$ cat config.mk
export PLATFORM = sky130hd
export DESIGN_NAME = tppg_timer
export DESIGN_NICKNAME = d
export VERILOG_FILES = /design/src/tppg_pkg.sv /design/src/tppg_timer.sv /design/src/tppg_filter.sv
export SDC_FILE = /design/constraint.sdc
export NUM_CORES = 1
export LEC_CHECK = 0
export BUFFER_PORTS_ARGS = -buffer_cell sky130_fd_sc_hd__buf_2
export CORE_AREA = 2 2 112 114
export CTS_BUF_LIST = sky130_fd_sc_hd__clkbuf_8
export DETAILED_ROUTE_END_ITERATION = 12
export DIE_AREA = 0 0 114 116
export GPL_ROUTABILITY_DRIVEN = 0
export PLACE_DENSITY = 0.76
export REMOVE_ABC_BUFFERS = 1
export SLEW_MARGIN = 20
export SYNTH_ARGS = -nofsm -noshare
export SYNTH_HDL_FRONTEND = slang
export SYNTH_HIERARCHICAL = 1
export SYNTH_SLANG_ARGS = --single-unit
$ cat constraint.sdc
create_clock -name core_clk_i -period 7.26 [get_ports core_clk_i]
set_clock_uncertainty 0.05 [all_clocks]
set_input_delay 0 -clock core_clk_i [delete_from_list [all_inputs] [get_ports core_clk_i]]
set_output_delay 0 -clock core_clk_i [all_outputs]
set_load 0.01 [all_outputs]
$ cat src/tppg_pkg.sv
/*
 Shared constants for the 16-bit pulse generator timer with input noise filter.
 Assumes a single system clock domain; the count enable comes from an external prescaler.
*/
package tppg_pkg;
    localparam logic [2:0] TPPG_MODE_PPG = 3'h3;
    localparam logic [15:0] TPPG_CNT_RST = 16'h0000;
    localparam logic [15:0] TPPG_CMP_RST = 16'hFFFF;
    localparam logic [1:0] TPPG_NC_OFF = 2'h0;
    localparam logic [1:0] TPPG_NC_2 = 2'h1;
    localparam logic [1:0] TPPG_NC_4 = 2'h2;
    localparam logic [1:0] TPPG_NC_256 = 2'h3;
    localparam logic [8:0] TPPG_DIV_2 = 9'h002;
    localparam logic [8:0] TPPG_DIV_4 = 9'h004;
    localparam logic [8:0] TPPG_DIV_256 = 9'h100;
    localparam logic [8:0] TPPG_DIV_SUB = 9'h002;
    localparam logic [1:0] TPPG_MATCH_RUNS = 2'h3;
endpackage : tppg_pkg

$ cat src/tppg_timer.sv
/*
 16-bit up-counter in pulse generator mode with staged compare writes and input filter.
 Assumes cnt_tick_i is the prescaled source clock strobe and register strobes are one cycle.
*/
`timescale 1ns/100ps
`default_nettype none
// Notes on behaviour
// mode code 011 counts when run set
// software keeps period above toggle compare
// idle output equals initial level flop
// run locks mode, irq enable, flop
// toggle match drives inverse level
// period match restores level, raises irq
// one-shot clears run at period match
// continuous clears counter at period match
// run clear restores initial level
// one-shot select writable while running
// double buffer loads at period match
// unbuffered writes apply at once
// low byte staged, high byte commits
// buffered reads return last written value
// stopped writes update buffer and active
// three equal samples pass level
// filter on when field nonzero
// software waits four intervals before start
// filter field locked while running
// intervals 2, 4, 256 clocks
// low speed: 11 halves sub clock
// run clear stops and zeroes counter
// counter wraps all ones to zero
module tppg_timer
    import tppg_pkg::*;
#(
    parameter int CNT_W = 16
) (
    input wire logic core_clk_i, // clock 125 MHz
    input wire logic arst_n_i, // async reset, active low
    input wire logic ce_i, // clock enable
    input wire logic cnt_tick_i, // selected source clock strobe
    input wire logic mode_wr_i, // mode register write strobe
    input wire logic [2:0] op_mode_field_i, // operating mode
    input wire logic ctrl_wr_i, // control register write strobe
    input wire logic run_bit_i, // run value
    input wire logic oneshot_select_i, // one-shot value
    input wire logic initial_level_flop_i, // initial level value
    input wire logic overflow_irq_enable_i, // overflow irq enable value
    input wire logic double_buffer_enable_i, // double buffer value
    input wire logic [1:0] filter_interval_field_i, // filter interval value
    input wire logic cmp_wr_low_i, // low-byte compare write
    input wire logic cmp_wr_high_i, // high-byte compare write
    input wire logic cmp_sel_i, // 0 period, 1 toggle
    input wire logic [7:0] cmp_wdata_i, // compare write byte
    input wire logic low_speed_i, // low-speed clock mode
    input wire logic sub_clock_tick_i, // sub clock strobe
    input wire logic timer_input_pin_i, // raw timer input pin
    output logic pulse_out_pin_o, // pulse output
    output logic timer_irq_o, // irq pulse, one cycle
    output logic run_bit_o, // run status
    output logic [2:0] op_mode_field_o, // mode readback
    output logic initial_level_flop_o, // level flop readback
    output logic overflow_irq_enable_o, // irq enable readback
    output logic oneshot_select_o, // one-shot readback
    output logic double_buffer_enable_o, // double buffer readback
    output logic [1:0] filter_interval_field_o, // filter field readback
    output logic [CNT_W-1:0] period_compare_o, // period readback
    output logic [CNT_W-1:0] toggle_compare_o, // toggle readback
    output logic [CNT_W-1:0] count_o, // counter value
    output logic filtered_input_o // filtered timer input
);
    typedef struct packed {
        logic [2:0] mode;
        logic run;
        logic oneshot;
        logic tff;
        logic ove;
        logic dbf;
        logic [1:0] nc;
        logic [7:0] stage;
        logic [CNT_W-1:0] per_buf;
        logic [CNT_W-1:0] tog_buf;
        logic [CNT_W-1:0] per_act;
        logic [CNT_W-1:0] tog_act;
        logic [CNT_W-1:0] cnt;
        logic out;
        logic irq;
    } tppg_st_s;
    tppg_st_s st_r, st_nxt;
    logic rst_sync1_r, rst_n;
    logic ppg_on, per_hit, tog_hit, stop_now, buf_mode;
    logic [CNT_W-1:0] wr_word;

    // reset release through two flops
    always_ff @(posedge core_clk_i or negedge arst_n_i) begin
        if (!arst_n_i) begin
            rst_sync1_r <= 1'b0;
            rst_n <= 1'b0;
        end else begin
            rst_sync1_r <= 1'b1;
            rst_n <= rst_sync1_r;
        end
    end

    tppg_filter u_filter (
        .core_clk_i(core_clk_i),
        .rst_n_i(rst_n),
        .ce_i(ce_i),
        .interval_i(st_r.nc),
        .low_speed_i(low_speed_i),
        .sub_clock_tick_i(sub_clock_tick_i),
        .pin_i(timer_input_pin_i),
        .filt_o(filtered_input_o)
    );

    assign ppg_on = st_r.run && (st_r.mode == TPPG_MODE_PPG);
    assign per_hit = ppg_on && cnt_tick_i && (st_r.cnt == st_r.per_act);
    assign tog_hit = ppg_on && cnt_tick_i && (st_r.cnt == st_r.tog_act);
    assign buf_mode = st_r.dbf && st_r.run;
    assign wr_word = {cmp_wdata_i, st_r.stage};

    always_comb begin
        st_nxt = st_r;
        st_nxt.irq = 1'b0;
        stop_now = 1'b0;
        // mode register only while stopped
        if (mode_wr_i && !st_r.run) begin
            st_nxt.mode = op_mode_field_i;
        end
        if (ctrl_wr_i) begin
            st_nxt.run = run_bit_i;
            st_nxt.oneshot = oneshot_select_i;
            st_nxt.dbf = double_buffer_enable_i;
            if (!st_r.run) begin
                st_nxt.tff = initial_level_flop_i;
                st_nxt.ove = overflow_irq_enable_i;
                st_nxt.nc = filter_interval_field_i;
            end
        end
        if (cmp_wr_low_i) begin
            st_nxt.stage = cmp_wdata_i;
        end
        if (cmp_wr_high_i) begin
            if (cmp_sel_i) begin
                st_nxt.tog_buf = wr_word;
                if (!buf_mode) begin
                    st_nxt.tog_act = wr_word;
                end
            end else begin
                st_nxt.per_buf = wr_word;
                if (!buf_mode) begin
                    st_nxt.per_act = wr_word;
                end
            end
        end
        if (ppg_on && cnt_tick_i) begin
            st_nxt.cnt = st_r.cnt + 1'b1;
        end
        if (tog_hit) begin
            st_nxt.out = ~st_r.tff;
        end
        if (per_hit) begin
            st_nxt.out = st_r.tff;
            st_nxt.irq = 1'b1;
            st_nxt.cnt = TPPG_CNT_RST;
            if (st_r.dbf) begin
                st_nxt.per_act = st_r.per_buf;
                st_nxt.tog_act = st_r.tog_buf;
            end
            // newest one-shot value decides, so a late 0 cancels the stop
            if ((ctrl_wr_i && st_r.run) ? oneshot_select_i : st_r.oneshot) begin
                stop_now = 1'b1;
            end
        end
        if (stop_now) begin
            st_nxt.run = 1'b0;
        end
        if (!st_nxt.run) begin
            st_nxt.cnt = TPPG_CNT_RST;
            st_nxt.out = st_nxt.tff;
        end
    end

    always_ff @(posedge core_clk_i or negedge rst_n) begin
        if (!rst_n) begin
            st_r <= '0;
            st_r.per_buf <= TPPG_CMP_RST;
            st_r.tog_buf <= TPPG_CMP_RST;
            st_r.per_act <= TPPG_CMP_RST;
            st_r.tog_act <= TPPG_CMP_RST;
        end else if (ce_i) begin
            st_r <= st_nxt;
        end
    end

    assign pulse_out_pin_o = st_r.out;
    assign timer_irq_o = st_r.irq;
    assign run_bit_o = st_r.run;
    assign op_mode_field_o = st_r.mode;
    assign initial_level_flop_o = st_r.tff;
    assign overflow_irq_enable_o = st_r.ove;
    assign oneshot_select_o = st_r.oneshot;
    assign double_buffer_enable_o = st_r.dbf;
    assign filter_interval_field_o = st_r.nc;
    assign period_compare_o = st_r.per_buf;
    assign toggle_compare_o = st_r.tog_buf;
    assign count_o = st_r.cnt;

    idle_level_a: assert property (@(posedge core_clk_i) disable iff (!rst_n)
        !st_r.run |-> pulse_out_pin_o == st_r.tff) else $error("idle level wrong");
    lock_mode_a: assert property (@(posedge core_clk_i) disable iff (!rst_n)
        ce_i && st_r.run |=> $stable(op_mode_field_o)) else $error("mode changed while running");
    tog_level_a: assert property (@(posedge core_clk_i) disable iff (!rst_n)
        ce_i && tog_hit && !per_hit && st_nxt.run |=> pulse_out_pin_o != st_r.tff)
        else $error("toggle level wrong");
    per_irq_a: assert property (@(posedge core_clk_i) disable iff (!rst_n)
        ce_i && per_hit |=> timer_irq_o && pulse_out_pin_o == initial_level_flop_o)
        else $error("period match effect missing");
    oneshot_stop_a: assert property (@(posedge core_clk_i) disable iff (!rst_n)
        ce_i && per_hit && st_r.oneshot && !ctrl_wr_i |=> !run_bit_o)
        else $error("one-shot did not stop");
    cont_clear_a: assert property (@(posedge core_clk_i) disable iff (!rst_n)
        ce_i && per_hit && !st_r.oneshot && !ctrl_wr_i |=> run_bit_o && count_o == 16'h0000)
        else $error("continuous clear wrong");
    stop_zero_a: assert property (@(posedge core_clk_i) disable iff (!rst_n)
        ce_i && $fell(run_bit_o) |-> count_o == 16'h0000) else $error("counter not zeroed");
    dbuf_hold_a: assert property (@(posedge core_clk_i) disable iff (!rst_n)
        ce_i && buf_mode && !per_hit && !ctrl_wr_i |=> $stable(st_r.per_act))
        else $error("buffered compare applied early");
    nc_lock_a: assert property (@(posedge core_clk_i) disable iff (!rst_n)
        ce_i && st_r.run |=> $stable(filter_interval_field_o)) else $error("filter field changed");
    cmp_commit_a: assert property (@(posedge core_clk_i) disable iff (!rst_n)
        ce_i && cmp_wr_high_i && !cmp_sel_i |=> period_compare_o == $past(wr_word))
        else $error("compare commit wrong");

    // counter only moves on a source tick; a stalled prescaler must freeze it
    count_hold_a: assert property (@(posedge core_clk_i) disable iff (!rst_n)
        ce_i && !cnt_tick_i && st_r.run && !ctrl_wr_i |=> $stable(count_o))
        else $error("counter moved without tick");

    oneshot_c: cover property (@(posedge core_clk_i) disable iff (!rst_n) per_hit && st_r.oneshot);
    cont_c: cover property (@(posedge core_clk_i) disable iff (!rst_n) per_hit && !st_r.oneshot);
    toggle_c: cover property (@(posedge core_clk_i) disable iff (!rst_n) tog_hit);
    dbuf_c: cover property (@(posedge core_clk_i) disable iff (!rst_n) per_hit && st_r.dbf);
endmodule : tppg_timer
`default_nettype wire

$ cat src/tppg_filter.sv
/*
 Digital noise filter for the timer input pin.
 Assumes pin and sub-clock strobe are synchronous to core_clk_i.
*/
`timescale 1ns/100ps
`default_nettype none
module tppg_filter
    import tppg_pkg::*;
(
    input wire logic core_clk_i, // clock
    input wire logic rst_n_i, // synchronised reset
    input wire logic ce_i, // clock enable
    input wire logic [1:0] interval_i, // filter interval field
    input wire logic low_speed_i, // low-speed clock mode
    input wire logic sub_clock_tick_i, // sub clock strobe
    input wire logic pin_i, // raw timer input
    output logic filt_o // filtered level
);
    typedef struct packed {
        logic [8:0] div;
        logic [1:0] cnt;
        logic cand;
        logic lvl;
        logic sub_half;
    } tppg_flt_s;
    tppg_flt_s st_r, st_nxt;
    logic [8:0] limit;
    logic tick;
    always_comb begin
        case (interval_i)
            TPPG_NC_2: limit = TPPG_DIV_2;
            TPPG_NC_4: limit = TPPG_DIV_4;
            default: limit = TPPG_DIV_256;
        endcase
    end
    always_comb begin
        st_nxt = st_r;
        tick = 1'b0;
        if (low_speed_i) begin
            // sub clock halved for code 11
            if (sub_clock_tick_i) begin
                st_nxt.sub_half = ~st_r.sub_half;
                tick = st_r.sub_half;
            end
        end else if (st_r.div + 9'h001 >= limit) begin
            st_nxt.div = 9'h000;
            tick = 1'b1;
        end else begin
            st_nxt.div = st_r.div + 9'h001;
        end
        if (interval_i == TPPG_NC_OFF) begin
            st_nxt.lvl = pin_i;
            st_nxt.cnt = 2'h0;
            st_nxt.div = 9'h000;
        end else if (low_speed_i && interval_i != TPPG_NC_256) begin
            st_nxt.lvl = 1'b0;
            st_nxt.cnt = 2'h0;
        end else if (tick) begin
            if (pin_i != st_r.cand) begin
                st_nxt.cand = pin_i;
                st_nxt.cnt = 2'h1;
            end else if (st_r.cnt >= TPPG_MATCH_RUNS - 2'h1) begin
                st_nxt.lvl = st_r.cand;
                st_nxt.cnt = TPPG_MATCH_RUNS;
            end else begin
                st_nxt.cnt = st_r.cnt + 2'h1;
            end
        end
    end
    always_ff @(posedge core_clk_i or negedge rst_n_i) begin
        if (!rst_n_i) begin
            st_r <= '0;
        end else if (ce_i) begin
            st_r <= st_nxt;
        end
    end
    assign filt_o = st_r.lvl;
endmodule : tppg_filter
`default_nettype wire

Yosys cells after proc, flatten, opt, wreduce, memory -nomap -nowiden
Index checks and enable logic that the tools add are counted.

storage, ports and cells
  output and inout bits = 61
  flip-flop bits (word level) = 116

cells by class
  add/sub/neg operators = 3
  multiplexer cells = 34
  reductions and logical operators = 25
  eq/ne operators = 11
  order comparisons = 2
  bitwise logic cells = 6

operator list
  operator                                             number
  2-to-1 mux 16 bit                                    5
  2-to-1 mux 32 bit                                    2
  2-to-1 mux 50 bit                                    1
  equality test 16 bit                                 2
  2-to-1 mux 9 bit                                     3
  case mux 9 bit (2 select lines)                      1
  2-to-1 mux 17 bit                                    1
  adder 16 x 1 -> 16 bit, second input constant        1
  AND reduction 2 bit                                  7
  2-to-1 mux 1 bit                                     13
  2-to-1 mux 2 bit                                     6
  AND reduction 3 bit                                  4
  adder 9 x 1 -> 9 bit, second input constant          1
  greater-or-equal comparator 9 bit                    1
  != test 3 x 1 -> 1 bit, second input constant        3
  logical AND 1 bit                                    8
  2-to-1 mux 7 bit                                     1
  NOT 1 bit                                            6
  nonzero test 3 bit                                   2
  AND reduction 5 bit                                  1
  2-to-1 mux 4 bit                                     1
  AND reduction 4 bit                                  1
  equality test 3 x 2 -> 1 bit, second input constant  1
  adder 2 x 1 -> 2 bit, second input constant          1
  8 further kinds                                      8

Longest topological paths before layout
  word-level depth = 8
  depth in mapped cells = 12
  depth with buffers taken out = 12

Hierarchy
Netlist, hierarchy kept.

by module, submodules not included
  module       area an instance (um2)  instances  cells each
  tppg_timer   5397.7                  1          479
  tppg_filter  1088.5                  1          117

Least setup slack after synthesis
Ideal clock, no wire load.

  path type = register to register
  start = reg u_filter/st_r[5] (netlist name)
  end = reg u_filter/st_r[2] (netlist name)
  period minus slack after synthesis = 2.855 ns
  setup slack = 4.405 ns
  buffers on the path = 0
  required time = 7.085 ns
  arrival time = 2.680 ns
  cell stages (with the launch flop) = 13
  library setup time = 0.125 ns
  path through = dfrtp_1 -> ha_1 -> nand3_2 -> or2_1 -> nor2_1 -> xor2_1 -> ha_1 -> inv_1 -> a21oi_1 -> a221o_2 -> o21ai_2 -> a21oi_2 -> mux2_4

on the way
  longest elaborated chain between the ends = 5

RTL lines
  element                            line               source
  start, declared                    tppg_filter.sv:26  tppg_flt_s st_r, st_nxt;
  start signal, assigned             tppg_filter.sv:74  st_r <= st_nxt;
  adder 9 x 1 -> 9 bit               tppg_filter.sv:45  end else if (st_r.div + 9'h001 >= limit) begin
  greater-or-equal comparator 9 bit  tppg_filter.sv:45
  2-to-1 mux 1 bit                   tppg_filter.sv:45
  2-to-1 mux 1 bit                   tppg_filter.sv:39  if (low_speed_i) begin
  AND reduction 5 bit (no line)      --

No other way between the ends.
A chain may end at the register's enable or synchronous reset.

Worst setup path after layout
  start = reg u_filter/st_r[5] (netlist name)
  end = reg u_filter/st_r[8] (netlist name)

on the way
  longest elaborated chain between the ends = 5

RTL lines
  element                            line                                  source
  adder 9 x 1 -> 9 bit *             tppg_filter.sv:45, tppg_filter.sv:49
  greater-or-equal comparator 9 bit  tppg_filter.sv:45
  2-to-1 mux 9 bit *                 tppg_filter.sv:45
  2-to-1 mux 9 bit *                 tppg_filter.sv:39
  2-to-1 mux 9 bit *                 tppg_filter.sv:51                     if (interval_i == TPPG_NC_OFF) begin

Every way passes the cells marked *; elsewhere a longest branch is shown, timed or not. The select of a mux whose other input is x is not followed.

==> results.py <==
metrics = {
    "cts": {
        "cts_hold_buf": 28,
        "h-tree-depth": 4,
        "clock_latency_ns": 0.44,
        "cts_buffer_depth": 2,
        "tritoncts": "done",
        "post_cts.resized_instances": 0,
        "postCtsSetupRepairBufs": 0,
        "cts_made_buffers": 17,
        "clock_sink_count": 116,
        "clk_transition_reported_paths_ns": 0.07,
        "clock-root-buffer": "sky130_fd_sc_hd__clkbuf_8",
    },
    "route": {
        "drt_wl_total_um": 14950,
        "drc": 0,
        "drt-initial-drc-count": 301,
        "detail-route-antenna-nets": 0,
        "routedWlPerCell_um": 18.42,
        "routed-via-count": 4745,
        "route.detailed.vias_per_inst": 5.844,
        "count_of_tritonroute_iterations_in_the_first_routing_pass": 5,
    },
    "setup_path": {
        "worstSetupStartpointType": "register",
        "crit_type": "register to register",
        "crit_path_end_kind": "register",
        "reg2reg_setup_slack_ns": 4.02,
        "worstPathMaxFanout": 7,
        "crit_arrival_ns": 3.54,
        "required_ns": 7.57,
    },
    "yosys": {
        "synth.top_cell.area_share_pct": 25.93,
        "share_of_the_yosys_chip_area_belonging_to_registers_pct": 45.99,
        "top_area_cells_in_the_synthesized_netlist": "sky130_fd_sc_hd__dfstp_2, sky130_fd_sc_hd__dfrtp_1, sky130_fd_sc_hd__mux2_2",
        "number_of_enable_type_register_cells_in_the_synthesized_netlist": 0,
        "synthFlopType": "sky130_fd_sc_hd__dfstp_2",
        "synthesis.area_per_instance_um2": 10.88,
        "synth-async-reset-ratio_pct": 100.0,
        "synthDistinctLibCells": 65,
        "ys_ff_latch": 116,
        "synthesis.area_mm2": 0.006486,
        "dominant_cell_type_by_area_after_synthesis": "sky130_fd_sc_hd__dfstp_2",
        "ys_warn_count": 6,
        "syn_inst": 596,
    },
    "floorplanning": {
        "die-height_um": 116,
        "floorplan.rows": 40,
        "num_io_pins": 91,
        "floorplan.initialDensity_pct": 54.45,
        "die_footprint_mm2": 0.01322,
        "die_w_um": 114,
        "design.core.area_mm2": 0.01191,
    },
    "sta": {
        "timing.final.max_slew_violations": 0,
        "final.period_utilization_pct": 44.59,
        "timing.fmax_mhz": 308.9,
        "worst_slew_pin_slew_ns": 1.153,
        "finalHoldWorstSlack_ns": 0.04753,
        "final-setup-viol-count": 0,
        "hold_violations": 0,
        "finalSetupTns_ns": 0,
        "grt_setup_unrepaired": "no",
        "slew_headroom_pct": 22.62,
        "layout_min_cycle_time_ns": 3.237,
    },
    "global_route": {
        "largest_net_degree_at_the_start_of_global_routing": 80,
        "global_route.usage.total_pct": 23.66,
        "antenna_found_initial": 0,
        "first_global_vias": 4616,
        "grt_first_pass_wirelength_um": 24240,
        "grt_overflow": 0,
    },
    "power": {
        "max-vdd-ir-drop_mv": 0.1501,
        "power_leakage_nw": 3.089,
        "power_density_mw_per_mm2": 310.3,
    },
    "min_path": {
        "hold_path.class": "input port to register",
    },
    "run_status": {
        "outcome": "finished clean",
    },
    "placed_design": {
        "io_buffer_count": 90,
        "dp_hpwl_um": 9803,
        "post-place-cells": 752,
    },
    "final_layout": {
        "sequential_cell_area_mm2": 0.002987,
        "multi_input_area_mm2": 0.002872,
        "layoutNonFillerInstCount": 812,
        "nNetsFinal": 691,
        "drive_above_1_share_pct": 40.00,
        "antennaDiodeCount": 0,
        "fillers": 974,
        "syn2layout_area_growth_pct": 12.60,
        "most_common_cell_after_layout_fill_and_taps_aside": "sky130_fd_sc_hd__buf_2",
        "mostFrequentLayoutCells": "sky130_fd_sc_hd__buf_2, sky130_fd_sc_hd__dfstp_2, sky130_fd_sc_hd__dfrtp_1",
        "utilization_pct": 61.31,
    },
    "flow_run": {
        "drv.max_cap_violation_count": 0,
    },
}
## where the power goes
part | leakage [nW] | internal [mW] | switching [mW]
Sequential | 1.34 | 0.849 | 0.173
Clock | 0.222 | 0.381 | 0.273
Combinational | 1.53 | 0.304 | 0.285
## cell families (layout without fill, tap and decap cells)
family / after synthesis / count (layout) / share of synthesized area (%)
and+or+nand+nor: 135 / 135 / 11.52
DFF: 116 / 116 / 45.99
AOI/OAI and AO/OA: 137 / 137 / 15.99
buffers and inverters: 104 / 173 / 9.741
other: 1 / 1 / 0.05781
adders and majority gates: 9 / 9 / 1.736
muxes: 58 / 58 / 9.992
xor gates and xnor gates: 36 / 36 / 4.977
## worst max-delay path, cell delays in order (launching register included)
cell and delay, ns:
sky130_fd_sc_hd__dfrtp_1 0.43, sky130_fd_sc_hd__ha_1 0.33, sky130_fd_sc_hd__nand3_2 0.15, sky130_fd_sc_hd__or2_1 0.27, sky130_fd_sc_hd__nor2_1 0.12, sky130_fd_sc_hd__xor2_1 0.20, sky130_fd_sc_hd__ha_1 0.27, sky130_fd_sc_hd__inv_1 0.12
sky130_fd_sc_hd__a21oi_1 0.07, sky130_fd_sc_hd__a221o_2 0.46, sky130_fd_sc_hd__nor3_2 0.37, sky130_fd_sc_hd__a21oi_1 0.13, sky130_fd_sc_hd__mux2i_1 0.19
## layer usage
layer	part of all wire, %	track usage, %	vias up
met3	5.3	4.341	25
met2	48	37.82	158
li1	-	-	2218
met5	0	0	-
met1	45	32.36	2344
met4	1.9	8.943	0
## cell type report
type | instances | share of cell area, %
Sequential cell | 116 | 40.89
Multi-Input combinational cell | 376 | 39.32
Timing Repair Buffer | 121 | 10.31
Clock buffer | 18 | 3.392
Clock inverter | 14 | 2.536
Tap cell | 147 | 2.518
Inverter | 20 | 1.028
## synthesized netlist by cell type, types with 2 or more instances
| library cell | instances |
|---|---|
| sky130_fd_sc_hd__a211oi_1 | 2 |
| sky130_fd_sc_hd__a21o_1 | 3 |
| sky130_fd_sc_hd__a21oi_1 | 14 |
| sky130_fd_sc_hd__a21oi_4 | 2 |
| sky130_fd_sc_hd__a22o_1 | 4 |
| sky130_fd_sc_hd__a2bb2oi_1 | 22 |
| sky130_fd_sc_hd__a2bb2oi_2 | 10 |
| sky130_fd_sc_hd__and3_1 | 3 |
| sky130_fd_sc_hd__buf_2 | 8 |
| sky130_fd_sc_hd__buf_4 | 53 |
| sky130_fd_sc_hd__buf_6 | 4 |
| sky130_fd_sc_hd__clkbuf_1 | 17 |
| sky130_fd_sc_hd__clkbuf_2 | 2 |
| sky130_fd_sc_hd__dfrtp_1 | 52 |
| sky130_fd_sc_hd__dfstp_2 | 64 |
| sky130_fd_sc_hd__ha_1 | 9 |
| sky130_fd_sc_hd__inv_1 | 20 |
| sky130_fd_sc_hd__mux2_2 | 49 |
| sky130_fd_sc_hd__mux2i_1 | 7 |
| sky130_fd_sc_hd__nand2_1 | 45 |
| sky130_fd_sc_hd__nand2b_1 | 7 |
| sky130_fd_sc_hd__nand3_1 | 17 |
| sky130_fd_sc_hd__nand3b_1 | 3 |
| sky130_fd_sc_hd__nand4_1 | 8 |
| sky130_fd_sc_hd__nor2_1 | 19 |
| sky130_fd_sc_hd__nor2b_1 | 4 |
| sky130_fd_sc_hd__nor3_1 | 7 |
| sky130_fd_sc_hd__nor3_2 | 2 |
| sky130_fd_sc_hd__nor4_1 | 6 |
| sky130_fd_sc_hd__nor4_2 | 2 |
| sky130_fd_sc_hd__o211ai_1 | 4 |
| sky130_fd_sc_hd__o21a_1 | 3 |
| sky130_fd_sc_hd__o21ai_0 | 17 |
| sky130_fd_sc_hd__o21ai_1 | 5 |
| sky130_fd_sc_hd__o22ai_1 | 39 |
| sky130_fd_sc_hd__xnor2_1 | 18 |
| sky130_fd_sc_hd__xor2_1 | 17 |
## per-stage QoR
stage / cell area [um2] / worst slack, ns / total power, mW
finish: 7303 / 4.023 / 2.266
detailed placement: 6590 / 4.073 / 1.597
global route: 7303 / 3.765 / 2.391
global placement: 6590 / 4.206 / 1.564
floorplan: 5929 / 3.851 / 1.384
CTS: 7303 / 4.031 / 2.273
## registers in the layout, summed over array words and instances (netlist names)
register / count
filter_interval_field_o: 2
u_filter/st_r: 13
rst_sync1_r: 1
overflow_irq_enable_o: 1
count_o: 16
initial_level_flop_o: 1
op_mode_field_o: 3
period_compare_o: 16
double_buffer_enable_o: 1
run_bit_o: 1
rst_n: 1
u_filter/filt_o: 1
toggle_compare_o: 16
timer_irq_o: 1
pulse_out_pin_o: 1
st_r: 40
oneshot_select_o: 1
## path summary, 6_finish.rpt
kind / depth (start not counted) / end / start
max in group asynchronous: 1 / st_r[87] / rst_n
worst max-delay path: 12 / u_filter/st_r[8] / u_filter/st_r[5]
min in group asynchronous: 0 / u_filter/st_r[0] / rst_n
worst max register to register: 12 / u_filter/st_r[8] / u_filter/st_r[5]
worst min-delay path: 5 / run_bit_o / run_bit_i
worst min register to register: 0 / u_filter/st_r[0] / rst_n
Note: power is estimated with default switching activity, not from simulation.
